[config.mk]
export PLATFORM = sky130hd
export DESIGN_NAME = gcc_global_channel_control
export DESIGN_NICKNAME = d
export VERILOG_FILES = /design/src/core/gcc_pkg.sv /design/src/core/gcc_global_channel_control.sv
export SDC_FILE = /design/constraint.sdc
export NUM_CORES = 1
export LEC_CHECK = 0
export BUFFER_PORTS_ARGS = -buffer_cell sky130_fd_sc_hd__buf_4
export CAP_MARGIN = 20
export CORE_MARGIN = 1
export CORE_UTILIZATION = 50
export DETAILED_ROUTE_END_ITERATION = 10
export PLACE_DENSITY = 0.75
export SETUP_SLACK_MARGIN = 0.15
export SLEW_MARGIN = 10
export SYNTH_ARGS = -nofsm -noshare
export SYNTH_HDL_FRONTEND = slang
export SYNTH_SLANG_ARGS = --single-unit
[constraint.sdc]
create_clock -name core_clk_i -period 2.95 [get_ports core_clk_i]
set_clock_uncertainty 0.05 [all_clocks]
set_input_delay 0.7375 -clock core_clk_i [delete_from_list [all_inputs] [get_ports core_clk_i]]
set_output_delay 0.7375 -clock core_clk_i [all_outputs]
set_load 0.03 [all_outputs]
[src/core/gcc_pkg.sv]
// Constants, layouts and types of the global channel control block
package gcc_pkg;

  // ----------------------------------------------------------------
  // Register map
  // ----------------------------------------------------------------
  localparam int ADDR_W = 8;
  localparam int DATA_W = 32;
  localparam int CH_NUM = 6;
  localparam logic [ADDR_W-1:0] OFF_RELOAD = 8'h00;
  localparam logic [ADDR_W-1:0] OFF_CURRENT = 8'h04;
  localparam logic [ADDR_W-1:0] OFF_CONTROL = 8'h08;
  localparam logic [DATA_W-1:0] RELOAD_RST = 32'h0000_0000;
  localparam logic [DATA_W-1:0] CURRENT_RST = 32'h0000_0000;

  // ----------------------------------------------------------------
  // Control word fields
  // ----------------------------------------------------------------
  localparam int RSV_LSB = 27;
  localparam int RSV_W = 5;
  localparam int TRIG_BIT = 26;
  localparam int DONE_BIT = 25;
  localparam int TMR_TRIG_BIT = 24;
  localparam int SEL_LSB = 18;
  localparam int PRL_LSB = 12;
  localparam int IC_LSB = 0;
  localparam int IC_W = 2 * CH_NUM;
  localparam logic [1:0] IC_SERIAL = 2'h1;
  localparam logic [1:0] IC_COUNTER = 2'h2;
  localparam logic [CH_NUM-1:0] CH_NONE = 6'h00;
  localparam logic [IC_W-1:0] IC_RST = 12'h000;

  // ----------------------------------------------------------------
  // Types
  // ----------------------------------------------------------------
  typedef enum logic [1:0] {
    GRP_IDLE = 2'h0,
    GRP_CONV = 2'h1,
    GRP_VALID = 2'h3
  } gcc_grp_state_type;

  typedef struct packed {
    logic [CH_NUM-1:0] start;
    logic [CH_NUM-1:0] abort;
    logic [CH_NUM-1:0] load;
    logic [CH_NUM-1:0] clear;
  } gcc_chan_cmd_type;

  typedef struct packed {
    logic [CH_NUM-1:0] serial_en;
    logic [CH_NUM-1:0] counter_en;
    logic [IC_W-1:0] select;
  } gcc_chan_mode_type;

endpackage : gcc_pkg

[src/core/gcc_global_channel_control.sv]
// Global channel control register bank with grouped-read sequencer
`timescale 1ns/1ps
`default_nettype none
module gcc_global_channel_control (
  input wire logic core_clk_i,
  input wire logic rst_n_i,
  input wire logic ce_i,
  input wire logic psel_i,
  input wire logic penable_i,
  input wire logic pwrite_i,
  input wire logic [gcc_pkg::ADDR_W-1:0] paddr_i,
  input wire logic [gcc_pkg::DATA_W-1:0] pwdata_i,
  output logic [gcc_pkg::DATA_W-1:0] prdata_o,
  output logic pready_o,
  output logic pslverr_o,
  input wire logic timer_run_i,
  input wire logic [gcc_pkg::CH_NUM-1:0] chan_ref_mode_i,
  input wire logic [gcc_pkg::CH_NUM-1:0] chan_conv_done_i,
  input wire logic [gcc_pkg::CH_NUM-1:0] chan_data_read_i,
  input wire logic [gcc_pkg::CH_NUM-1:0] counter_load_req_i,
  input wire logic [gcc_pkg::CH_NUM-1:0] counter_clear_req_i,
  output gcc_pkg::gcc_chan_cmd_type chan_cmd_o,
  output gcc_pkg::gcc_chan_mode_type chan_mode_o,
  output logic timer_expire_o
);

  // ----------------------------------------------------------------
  // Helpers
  // ----------------------------------------------------------------
  function automatic logic [gcc_pkg::CH_NUM-1:0] ic_match(
    input logic [gcc_pkg::IC_W-1:0] ic,
    input logic [1:0] code
  );
    logic [gcc_pkg::CH_NUM-1:0] m;
    m = gcc_pkg::CH_NONE;
    for (int i = 0; i < gcc_pkg::CH_NUM; i++) begin
      m[i] = (ic[2*i +: 2] == code);
    end
    return m;
  endfunction : ic_match

  // ----------------------------------------------------------------
  // State
  // ----------------------------------------------------------------
  logic [gcc_pkg::DATA_W-1:0] reload_reg;
  logic [gcc_pkg::DATA_W-1:0] current_reg;
  logic [gcc_pkg::DATA_W-1:0] prdata_reg;
  logic pready_reg;
  logic pslverr_reg;
  logic tmr_trig_en_reg;
  logic [gcc_pkg::CH_NUM-1:0] sel_reg;
  logic [gcc_pkg::IC_W-1:0] ic_reg;
  gcc_pkg::gcc_grp_state_type grp_state_reg;
  gcc_pkg::gcc_grp_state_type grp_state_next;
  logic [gcc_pkg::CH_NUM-1:0] active_reg;
  logic [gcc_pkg::CH_NUM-1:0] active_next;
  logic [gcc_pkg::CH_NUM-1:0] pend_reg;
  logic [gcc_pkg::CH_NUM-1:0] pend_next;
  gcc_pkg::gcc_chan_cmd_type cmd_reg;
  gcc_pkg::gcc_chan_cmd_type cmd_next;
  gcc_pkg::gcc_chan_mode_type mode_reg;
  logic expire_reg;

  // ----------------------------------------------------------------
  // Bus decode
  // ----------------------------------------------------------------
  wire logic bus_take = psel_i & penable_i & ~pready_reg;
  wire logic bus_commit = psel_i & penable_i & pready_reg;
  wire logic bus_wr = bus_commit & pwrite_i;
  wire logic hit_reload = (paddr_i == gcc_pkg::OFF_RELOAD);
  wire logic hit_current = (paddr_i == gcc_pkg::OFF_CURRENT);
  wire logic hit_control = (paddr_i == gcc_pkg::OFF_CONTROL);
  wire logic hit_any = hit_reload | hit_current | hit_control;
  wire logic wr_reload = bus_wr & hit_reload;
  wire logic wr_control = bus_wr & hit_control;
  wire logic sw_trig = wr_control & pwdata_i[gcc_pkg::TRIG_BIT];
  wire logic sw_abort = wr_control & pwdata_i[gcc_pkg::DONE_BIT];
  wire logic [gcc_pkg::CH_NUM-1:0] prl_bits =
    pwdata_i[gcc_pkg::PRL_LSB +: gcc_pkg::CH_NUM];

  wire logic done_bit = (grp_state_reg == gcc_pkg::GRP_VALID);
  // Trigger and preload bits are write pulses, never stored
  wire logic [gcc_pkg::DATA_W-1:0] control_word = {
    {gcc_pkg::RSV_W{1'b0}}, 1'b0, done_bit, tmr_trig_en_reg,
    sel_reg, gcc_pkg::CH_NONE, ic_reg};
  wire logic [gcc_pkg::DATA_W-1:0] read_word =
    hit_reload ? reload_reg :
    hit_current ? current_reg :
    hit_control ? control_word : '0;

  // ----------------------------------------------------------------
  // Interval timer
  // ----------------------------------------------------------------
  wire logic timer_zero = (current_reg == '0);
  wire logic timer_expire = timer_run_i & timer_zero;
  wire logic [gcc_pkg::DATA_W-1:0] current_next =
    timer_expire ? reload_reg :
    timer_run_i ? current_reg - 32'h0000_0001 : current_reg;

  // ----------------------------------------------------------------
  // Grouped read
  // ----------------------------------------------------------------
  // Only serial channels take part; select bits held before this write
  wire logic [gcc_pkg::CH_NUM-1:0] eligible =
    sel_reg & mode_reg.serial_en;
  wire logic any_trig = sw_trig |
    (tmr_trig_en_reg & timer_expire);
  wire logic grp_start = any_trig & ~sw_abort & (eligible != '0);
  wire logic [gcc_pkg::CH_NUM-1:0] conv_acc =
    pend_reg & ~chan_conv_done_i;
  wire logic [gcc_pkg::CH_NUM-1:0] read_acc =
    pend_reg & ~chan_data_read_i;

  always_comb begin
    grp_state_next = grp_state_reg;
    active_next = active_reg;
    pend_next = pend_reg;
    if (sw_abort) begin
      grp_state_next = gcc_pkg::GRP_IDLE;
      active_next = gcc_pkg::CH_NONE;
      pend_next = gcc_pkg::CH_NONE;
    end else if (grp_start) begin
      // A new trigger wins over a read finishing in the same cycle
      grp_state_next = gcc_pkg::GRP_CONV;
      active_next = eligible;
      pend_next = eligible;
    end else begin
      case (grp_state_reg)
        gcc_pkg::GRP_CONV: begin
          pend_next = conv_acc;
          if (conv_acc == '0) begin
            grp_state_next = gcc_pkg::GRP_VALID;
            pend_next = active_reg;
          end
        end
        gcc_pkg::GRP_VALID: begin
          pend_next = read_acc;
          if (read_acc == '0) begin
            grp_state_next = gcc_pkg::GRP_IDLE;
            active_next = gcc_pkg::CH_NONE;
          end
        end
        default: begin
          grp_state_next = gcc_pkg::GRP_IDLE;
        end
      endcase
    end
  end

  // ----------------------------------------------------------------
  // Channel commands
  // ----------------------------------------------------------------
  always_comb begin
    cmd_next.start = grp_start ? eligible : gcc_pkg::CH_NONE;
    cmd_next.abort = sw_abort ? active_reg : gcc_pkg::CH_NONE;
    // Preload ignored for channels outside reference mode
    cmd_next.load = (wr_control ? prl_bits & chan_ref_mode_i
                     : gcc_pkg::CH_NONE) | counter_load_req_i;
    cmd_next.clear = counter_clear_req_i;
  end

  // ----------------------------------------------------------------
  // Registers
  // ----------------------------------------------------------------
  always_ff @(posedge core_clk_i) begin
    if (!rst_n_i) begin
      pready_reg <= 1'b0;
      pslverr_reg <= 1'b0;
      prdata_reg <= '0;
    end else if (ce_i) begin
      pready_reg <= bus_take;
      pslverr_reg <= bus_take & ~hit_any;
      prdata_reg <= (bus_take & ~pwrite_i) ? read_word : '0;
    end
  end

  always_ff @(posedge core_clk_i) begin
    if (!rst_n_i) begin
      reload_reg <= gcc_pkg::RELOAD_RST;
      current_reg <= gcc_pkg::CURRENT_RST;
      expire_reg <= 1'b0;
    end else if (ce_i) begin
      if (wr_reload) begin
        reload_reg <= pwdata_i;
      end
      current_reg <= current_next;
      expire_reg <= timer_expire;
    end
  end

  always_ff @(posedge core_clk_i) begin
    if (!rst_n_i) begin
      tmr_trig_en_reg <= 1'b0;
      sel_reg <= gcc_pkg::CH_NONE;
      ic_reg <= gcc_pkg::IC_RST;
    end else if (ce_i && wr_control) begin
      tmr_trig_en_reg <= pwdata_i[gcc_pkg::TMR_TRIG_BIT];
      sel_reg <= pwdata_i[gcc_pkg::SEL_LSB +: gcc_pkg::CH_NUM];
      ic_reg <= pwdata_i[gcc_pkg::IC_LSB +: gcc_pkg::IC_W];
    end
  end

  always_ff @(posedge core_clk_i) begin
    if (!rst_n_i) begin
      grp_state_reg <= gcc_pkg::GRP_IDLE;
      active_reg <= gcc_pkg::CH_NONE;
      pend_reg <= gcc_pkg::CH_NONE;
      cmd_reg <= '0;
      mode_reg <= '0;
    end else if (ce_i) begin
      grp_state_reg <= grp_state_next;
      active_reg <= active_next;
      pend_reg <= pend_next;
      cmd_reg <= cmd_next;
      mode_reg.serial_en <= ic_match(ic_reg, gcc_pkg::IC_SERIAL);
      mode_reg.counter_en <= ic_match(ic_reg, gcc_pkg::IC_COUNTER);
      mode_reg.select <= ic_reg;
    end
  end

  assign prdata_o = prdata_reg;
  assign pready_o = pready_reg;
  assign pslverr_o = pslverr_reg;
  assign chan_cmd_o = cmd_reg;
  assign chan_mode_o = mode_reg;
  assign timer_expire_o = expire_reg;
endmodule : gcc_global_channel_control
`default_nettype wire

# After elaboration in Yosys (flattened, before gate mapping)
# Cells that the tools add are included.
[totals]
regBits = 180
[op_classes]
addsub = 1
n_eq_ne = 18
n_mux = 22
bitwise_logic = 28
n_reduce_logical = 15
[ops]
columns = ["cell", "n"]
rows = [
  ["32-bit two-way mux", 5],
  ["6-bit two-way mux", 10],
  ["32-bit zero test", 1],
  ["32-bit by 1-bit subtractor with 32-bit output, second input constant", 1],
  ["26-bit two-way mux", 1],
  ["6-bit AND", 4],
  ["1-bit AND", 14],
  ["2-bit by 1-bit == test with 1-bit output, second input constant", 7],
  ["2-bit == test, second input constant", 7],
  ["6-bit zero test", 2],
  ["6-bit inverter", 2],
  ["6-bit case mux with 2 select lines", 1],
  ["8-bit by 3-bit == test with 1-bit output, second input constant", 1],
  ["8-bit by 4-bit == test with 1-bit output, second input constant", 1],
  ["8-bit zero test", 1],
  ["2-bit two-way mux", 4],
  ["6-bit OR", 1],
  ["2-bit AND reduction", 3],
  ["3-bit AND reduction", 2],
  ["3-bit nonzero test", 2],
  ["6-bit nonzero test", 1],
  ["4-bit by 2-bit inequality test with 1-bit output, second input constant", 1],
  ["4-bit inequality test, second input constant", 1],
  ["1-bit inverter", 4],
  ["other kinds (5)", 7],
]

# Depth between registers and ports, before layout
# Gate-level depths: netlist of the first run.
[logic_depth]
ltp_word = 10
ltp_mapped = 10
ltp_nobuf = 8

# Least setup slack after synthesis of the first run
# Ideal clock, no wire load.
[synth_path]
kind = "in2reg"
start = "input paddr_i[1] (netlist name)"
end = "register reload_reg[10] (netlist name)"
setup_time_ns = 0.132
t_arrival_ns = 2.777
required_ns = 2.768
path_slack_ns = -0.009
cell_stages = 9
cell_sequence = "or4_1 -> or2_1 -> or3_1 -> clkbuf_1 -> or3_1 -> clkbuf_1 -> buf_2 -> nand2_1 -> a21oi_1"
[synth_between]
elab_chain_len = 3
[synth_lines]
columns = ["item", "line", "text"]
rows = [
  ["start, declared", "gcc_global_channel_control.sv:11", "input wire logic [gcc_pkg::ADDR_W-1:0] paddr_i,"],
  ["8-bit zero test", "gcc_global_channel_control.sv:70", "wire logic hit_reload = (paddr_i == gcc_pkg::OFF_RELOAD);"],
  ["1-bit AND", "gcc_global_channel_control.sv:74", "wire logic wr_reload = bus_wr & hit_reload;"],
  ["2-bit AND reduction (no line)", "--", ""],
  ["end signal, assigned", "gcc_global_channel_control.sv:179", "reload_reg <= gcc_pkg::RELOAD_RST;"],
  ["end signal, assigned", "gcc_global_channel_control.sv:184", "reload_reg <= pwdata_i;"],
  ["end, declared", "gcc_global_channel_control.sv:45", "logic [gcc_pkg::DATA_W-1:0] reload_reg;"],
]
# No other way between the ends.
# A chain may end at the register's enable or synchronous reset.

# Worst setup path in the final report of the first run
[layout_path]
start = "register current_reg[25] (netlist name)"
end = "register cmd_reg, in the netlist chan_cmd_o[18]"
[layout_between]
elab_chain_len = 7
[layout_lines]
columns = ["item", "line", "text"]
rows = [
  ["start, declared", "gcc_global_channel_control.sv:46", "logic [gcc_pkg::DATA_W-1:0] current_reg;"],
  ["start signal, assigned", "gcc_global_channel_control.sv:180", "current_reg <= gcc_pkg::CURRENT_RST;"],
  ["start signal, assigned", "gcc_global_channel_control.sv:186", "current_reg <= current_next;"],
  ["32-bit zero test", "gcc_global_channel_control.sv:94", "wire logic timer_zero = (current_reg == '0);"],
  ["1-bit AND", "gcc_global_channel_control.sv:95", "wire logic timer_expire = timer_run_i & timer_zero;"],
  ["1-bit AND", "gcc_global_channel_control.sv:107", "(tmr_trig_en_reg & timer_expire);"],
  ["1-bit OR", "gcc_global_channel_control.sv:106", "wire logic any_trig = sw_trig |"],
  ["1-bit AND (2 in series)", "gcc_global_channel_control.sv:108", "wire logic grp_start = any_trig & ~sw_abort & (eligible != '0);"],
  ["6-bit two-way mux", "gcc_global_channel_control.sv:154", "cmd_next.start = grp_start ? eligible : gcc_pkg::CH_NONE;"],
  ["end signal, assigned", "gcc_global_channel_control.sv:214", "cmd_reg <= cmd_next;"],
  ["end, declared", "gcc_global_channel_control.sv:59", "gcc_pkg::gcc_chan_cmd_type cmd_reg;"],
]
# No other way between the ends.

==> results_dict.tcl, run 1 <==
set metrics [dict create \
    status "finished, final reports clean" \
    gr-total-overflow 0 \
    tightest_slew_ns 0.846 \
    clk_pin_slew_ns 0.07 \
    grt_first_pass_wirelength_um 39900 \
    drtIter0Drc 936 \
    power_mw 6.53 \
    post-route-drc-count 0 \
    dominantRegCellSynth "dfxtp_1" \
    n_antenna_cell 0 \
    slew_violations 0 \
    start_kind "flop" \
    async_reset_ff_share_pct 0 \
    routabilityCongestion 0.902 \
    maxCapViolations 0 \
    leakage_nw 4.02 \
    min_period_ns 2.66 \
    rsz0062_at_grt "no" \
    yosys.area.top_type "dfxtp_1" \
    setup_ws_ns 0.289 \
    crit_start "current_reg[25]" \
    avgViaCountPerCell 5.87 \
    pin_count 160 \
    yosysWarnings 0 \
    routed_wl_um 25500 \
    relSlewSlack_pct 43.5 \
    finalNetCount 1289 \
    cts_tree "yes" \
    yosysUniqueCellTypes 65 \
    synth_most_common_cell "nand2_1" \
    drive_above_1_share_pct 21.7 \
    portBuffers 159 \
    r2r_start "current_reg[25]" \
    min_from "chan_cmd_o[19]" \
    synth_edf_count 0 \
    area_delta_synth_final_pct 26.2 \
    wl_per_cell_um 17.7 \
    hold_ws_ns 0.405 \
    fmax_mhz 376 \
    hold_viol_final 0 \
    synth_top_area_share_pct 43.4 \
    clk-insertion-delay-late_ns 0.44 \
    synth_common_cells "nand2_1, dfxtp_1, a21oi_1, nor2_1, o21ai_0" \
    min_period_over_period_pct 90.2 \
    hold_class "reg -> reg" \
    die_x_um 131 \
    critPathRequiredTime_ns 3.26 \
    worstPathArrival_ns 2.98 \
    r2r.worst_path.cells 7 \
    rrSetupSlack_ns 0.29 \
    grt_max_degree 87 \
    grt_pass1_vias 7771 \
    worstReg2RegEnd "chan_cmd_o[18]" \
    die_h_um 131 \
    fp.coreArea_um2 16100 \
    place_ws_ns -0.0535 \
    die_area_um2 17100 \
    critPathCapture "chan_cmd_o[18]" \
    end_kind "flop" \
    grt_antenna_before_repair 0 \
    yosysSeqAreaShare_pct 43.4 \
    cts_max_path_buffers 2 \
    critPathKind "reg -> reg" \
    drtAntennaViolNets 0 \
    syn-cell-area_um2 8300 \
    dpl.hpwl_um 18300 \
    htree_levels 4 \
    dr_total_vias 8449 \
    critPathMaxFanout 7 \
    start_util_pct 51.7 \
    netlist_top_cells_area "dfxtp_1, nand2_1, a21oi_1" \
    syn_inst 1060 \
    fillers 1381 \
    peakVddDrop_v 0.000444 \
    avgSynthCellArea_um2 7.83 \
    cts_buffers 17 \
    setup_violations 0 \
    cts.sinks 180 \
    grt_usage_pct 30.5 \
    power_density_nw_per_um2 623 \
    synth_fp_nets 1139 \
    rows 46 \
    hold_buffers 0 \
    synth-seq-cells 180 \
    first_pass_iters 6 \
    root_buffer "clkbuf_16" \
]
## routing by layer
layer  vias up  GRT usage [%]  wire (um)
met5         -              0          0
met4         0           12.2        828
met3        58           6.43       2060
met2       393           49.2      11900
met1      3959           39.7      10700
li1       4039              -          -
## placed cells by master (no fill, tap or decap), types with 20 or more instances in the layout
cell	count
dfxtp_1	180
o21ai_0	60
nand2_1	207
nor2_1	87
mux2i_1	46
a21oi_1	144
buf_4	203
nand3_1	25
a31oi_1	20
## power breakdown
group          internal (mW)  switching (mW)  leakage, nW
Combinational          0.628            1.00         2.29
Clock                   1.21            1.04        0.273
Sequential              2.53           0.113         1.45
## cells by family after synthesis
kind of cell             synth area share (%)
AO/OA/AOI/OAI                            22.1
adder cells (fa/ha/maj)                 0.301
buffers and inverters                    4.48
flip-flops                               43.4
multiplexers                             5.55
AND/OR/NAND/NOR                          24.2
## timing repair
action	4_1_cts	5_1_grt
setup buffers	0	2
setup endpoints to repair	1	28
pin swaps	0	1
resized for setup	1	4
## worst max-delay path, cell delays in order, from the launching register on
cell      delay [ns]
dfxtp_1         0.35
or4_4           0.58
or2_1           0.27
or4_4           0.54
o31ai_4         0.26
buf_4           0.20
nand4b_4        0.19
o21ai_2         0.16
## through the flow
step / instance area (um2) / cells / setup TNS [ns] / utilization, %
after floorplan: 8310 / 1060 / 0 / -
after global placement: 9860 / 1405 / -0.437 / 61.4
after detailed placement: 9860 / 1405 / -0.489 / 61.4
after CTS: 10400 / 1437 / 0 / 65.0
after global routing: 10500 / 1439 / 0 / 65.2
final: 10500 / 1439 / 0 / 65.2
## final cells by class
| cell class | instances | area [um2] | area share, % |
|---|---|---|---|
| timing repair buffer | 206 | 1580 | 15.1 |
| tap | 216 | 270 | 2.58 |
| inverter | 19 | 73.8 | 0.705 |
| multi-input combinational | 786 | 4360 | 41.6 |
| clock buffer | 19 | 443 | 4.23 |
| sequential | 180 | 3600 | 34.4 |
| clock inverter | 13 | 140 | 1.34 |
## worst min-delay path by stage
| stage | depth (start not counted) | to | slack, ns |
|---|---|---|---|
| floorplan | 2 | reload_reg[13] | 0.39 |
| global placement | 2 | chan_cmd_o[23] | 0.39 |
| detailed placement | 2 | chan_cmd_o[19] | 0.39 |
| CTS | 2 | chan_cmd_o[19] | 0.41 |
| global route | 2 | chan_mode_o[15] | 0.43 |
| finish | 2 | chan_cmd_o[19] | 0.40 |
Power figures use the tool's default switching activity.
==> run 2: changes to the inputs <==
--- a/config.mk
+++ b/config.mk
@@ -10,7 +10,7 @@
 export CORE_MARGIN = 1
 export CORE_UTILIZATION = 50
 export DETAILED_ROUTE_END_ITERATION = 10
-export PLACE_DENSITY = 0.75
+export PLACE_DENSITY_LB_ADDON = 0.05
 export SETUP_SLACK_MARGIN = 0.15
 export SLEW_MARGIN = 10
 export SYNTH_ARGS = -nofsm -noshare
==> results_dict.tcl, run 2 (synthesis gave the netlist of run 1 again) <==
set metrics [dict create \
    portBuffers 159 \
    hold_class "reg -> reg" \
    slew_violations 0 \
    max_stage_delay_ns 0.59 \
    die_area_um2 17100 \
    status "finished, final reports clean" \
    grt_first_pass_wirelength_um 40800 \
    min_period_ns 2.70 \
    end_kind "flop" \
    fmax_mhz 370 \
    rows 46 \
    dpl.hpwl_um 18800 \
    gr-total-overflow 0 \
    cts.sinks 180 \
    layout_common_cells "nand2_1, buf_4, dfxtp_1, a21oi_1, nor2_1" \
    avgViaCountPerCell 5.83 \
    cts_tree "yes" \
    setup_ws_ns 0.246 \
    cpMostUsedCell "or4_4" \
    tightest_slew_ns 0.915 \
    first_pass_iters 6 \
    hold_ws_ns 0.406 \
    start_kind "flop" \
    tns_ns 0 \
    power_density_nw_per_um2 622 \
    fillers 1428 \
    critPathRequiredTime_ns 3.27 \
    crit_slowest_cell "or4_4" \
    n_antenna_cell 0 \
    htree_levels 4 \
    area_delta_synth_final_pct 26.2 \
    final_common_cell "nand2_1" \
    post-route-drc-count 0 \
    drtAntennaViolNets 0 \
    clk_pin_slew_ns 0.07 \
    drtIter0Drc 730 \
    cp_cell_sequence "or4_4 > or2_1 > or4_4 > o31ai_4 > buf_12 > nand4b_4 > o21ai_2" \
    grt_antenna_before_repair 0 \
    critPathMaxFanout 8 \
    grt_usage_pct 31.3 \
    critPathKind "reg -> reg" \
    leakage_nw 4.02 \
    routed_wl_um 26000 \
    grt_pass1_vias 7534 \
    place_ws_ns 0.0346 \
    dr_total_vias 8359 \
    clk-insertion-delay-late_ns 0.44 \
    wl_per_cell_um 18.1 \
    power_mw 6.52 \
    relSlewSlack_pct 38.9 \
    grt_max_degree 56 \
    pin_count 160 \
    placed_area_um2 9860 \
    maxCapViolations 0 \
    fp.coreArea_um2 16100 \
    root_buffer "clkbuf_16" \
    setup_violations 0 \
    multi_input_area_um2 4360 \
    start_util_pct 51.7 \
    die_x_um 131 \
    routabilityCongestion 0.940 \
    ff_latch_area_um2 3600 \
    peakVddDrop_v 0.000406 \
    die_h_um 131 \
    final_design_area_no_fill_um2 10500 \
    drive_above_1_share_pct 21.6 \
    rsz0062_at_grt "no" \
    cts_max_path_buffers 2 \
    min_period_over_period_pct 91.7 \
    finalNetCount 1285 \
    hold_viol_final 0 \
    worstPathArrival_ns 3.02 \
    cts_buffers 17 \
]
run 2: changes by cell type in the layout (fill, tap and decap cells not counted), moves of 3 or more:
cell        change
buf_4           -7
buf_12          +3
clkinvlp_4      -4
inv_8           +4
run 2: final cells by class:
| cell class | instances | area share, % |
|---|---|---|
| multi-input combinational | 786 | 41.6 |
| sequential | 180 | 34.4 |
| timing repair buffer | 202 | 15.2 |
| clock buffer | 17 | 4.06 |
| tap | 216 | 2.58 |
| clock inverter | 15 | 1.48 |
| inverter | 19 | 0.705 |
run 2: worst paths after layout:
check	end	startpoint	slack, ns	depth (start not counted)
worst min register to register	chan_cmd_o[21]	chan_cmd_o[21]	0.41	2
worst max register to register	chan_cmd_o[22]	current_reg[24]	0.25	7
worst max-delay path	chan_cmd_o[22]	current_reg[24]	0.25	7
worst min-delay path	chan_cmd_o[21]	chan_cmd_o[21]	0.41	2
run 2: metrics by stage:
stage          instances  utilization (%)
2_1_floorplan       1060                -
4_1_cts             1435             65.2
5_1_grt             1435             65.2
6_report            1435             65.2
3_5_place_dp        1402             61.4
3_3_place_gp        1402             61.4
run 2: power breakdown:
part | switching [mW] | internal, mW | leakage [nW] | total [mW]
combinational | 0.997 | 0.635 | 2.28 | 1.63
sequential | 0.120 | 2.53 | 1.46 | 2.65
clock | 1.10 | 1.14 | 0.289 | 2.24
run 2: worst max-delay path: cells and delay by family (launching register included):
| family | cells | cell delay [ns] |
|---|---|---|
| compound gates | 2 | 0.48 |
| buf+inv | 1 | 0.16 |
| flops | 1 | 0.37 |
| simple gates | 4 | 1.58 |
run 2: timing repair:
item	4_1_cts	5_1_grt
gates cloned	0	0
endpoints found under the hold margin	0	0
endpoints found under the setup margin	6	7
gates resized for setup	1	3
setup buffers	1	0
hold buffers	0	0
pin swaps	1	0
run 2: layer usage:
layer	GRT usage, %	up-vias	part of all wire (%)
li1	-	4027	-
met1	41.4	3941	43
met2	50.6	347	47
met3	5.70	44	7.0
met4	12.3	0	2.6
met5	0	-	0
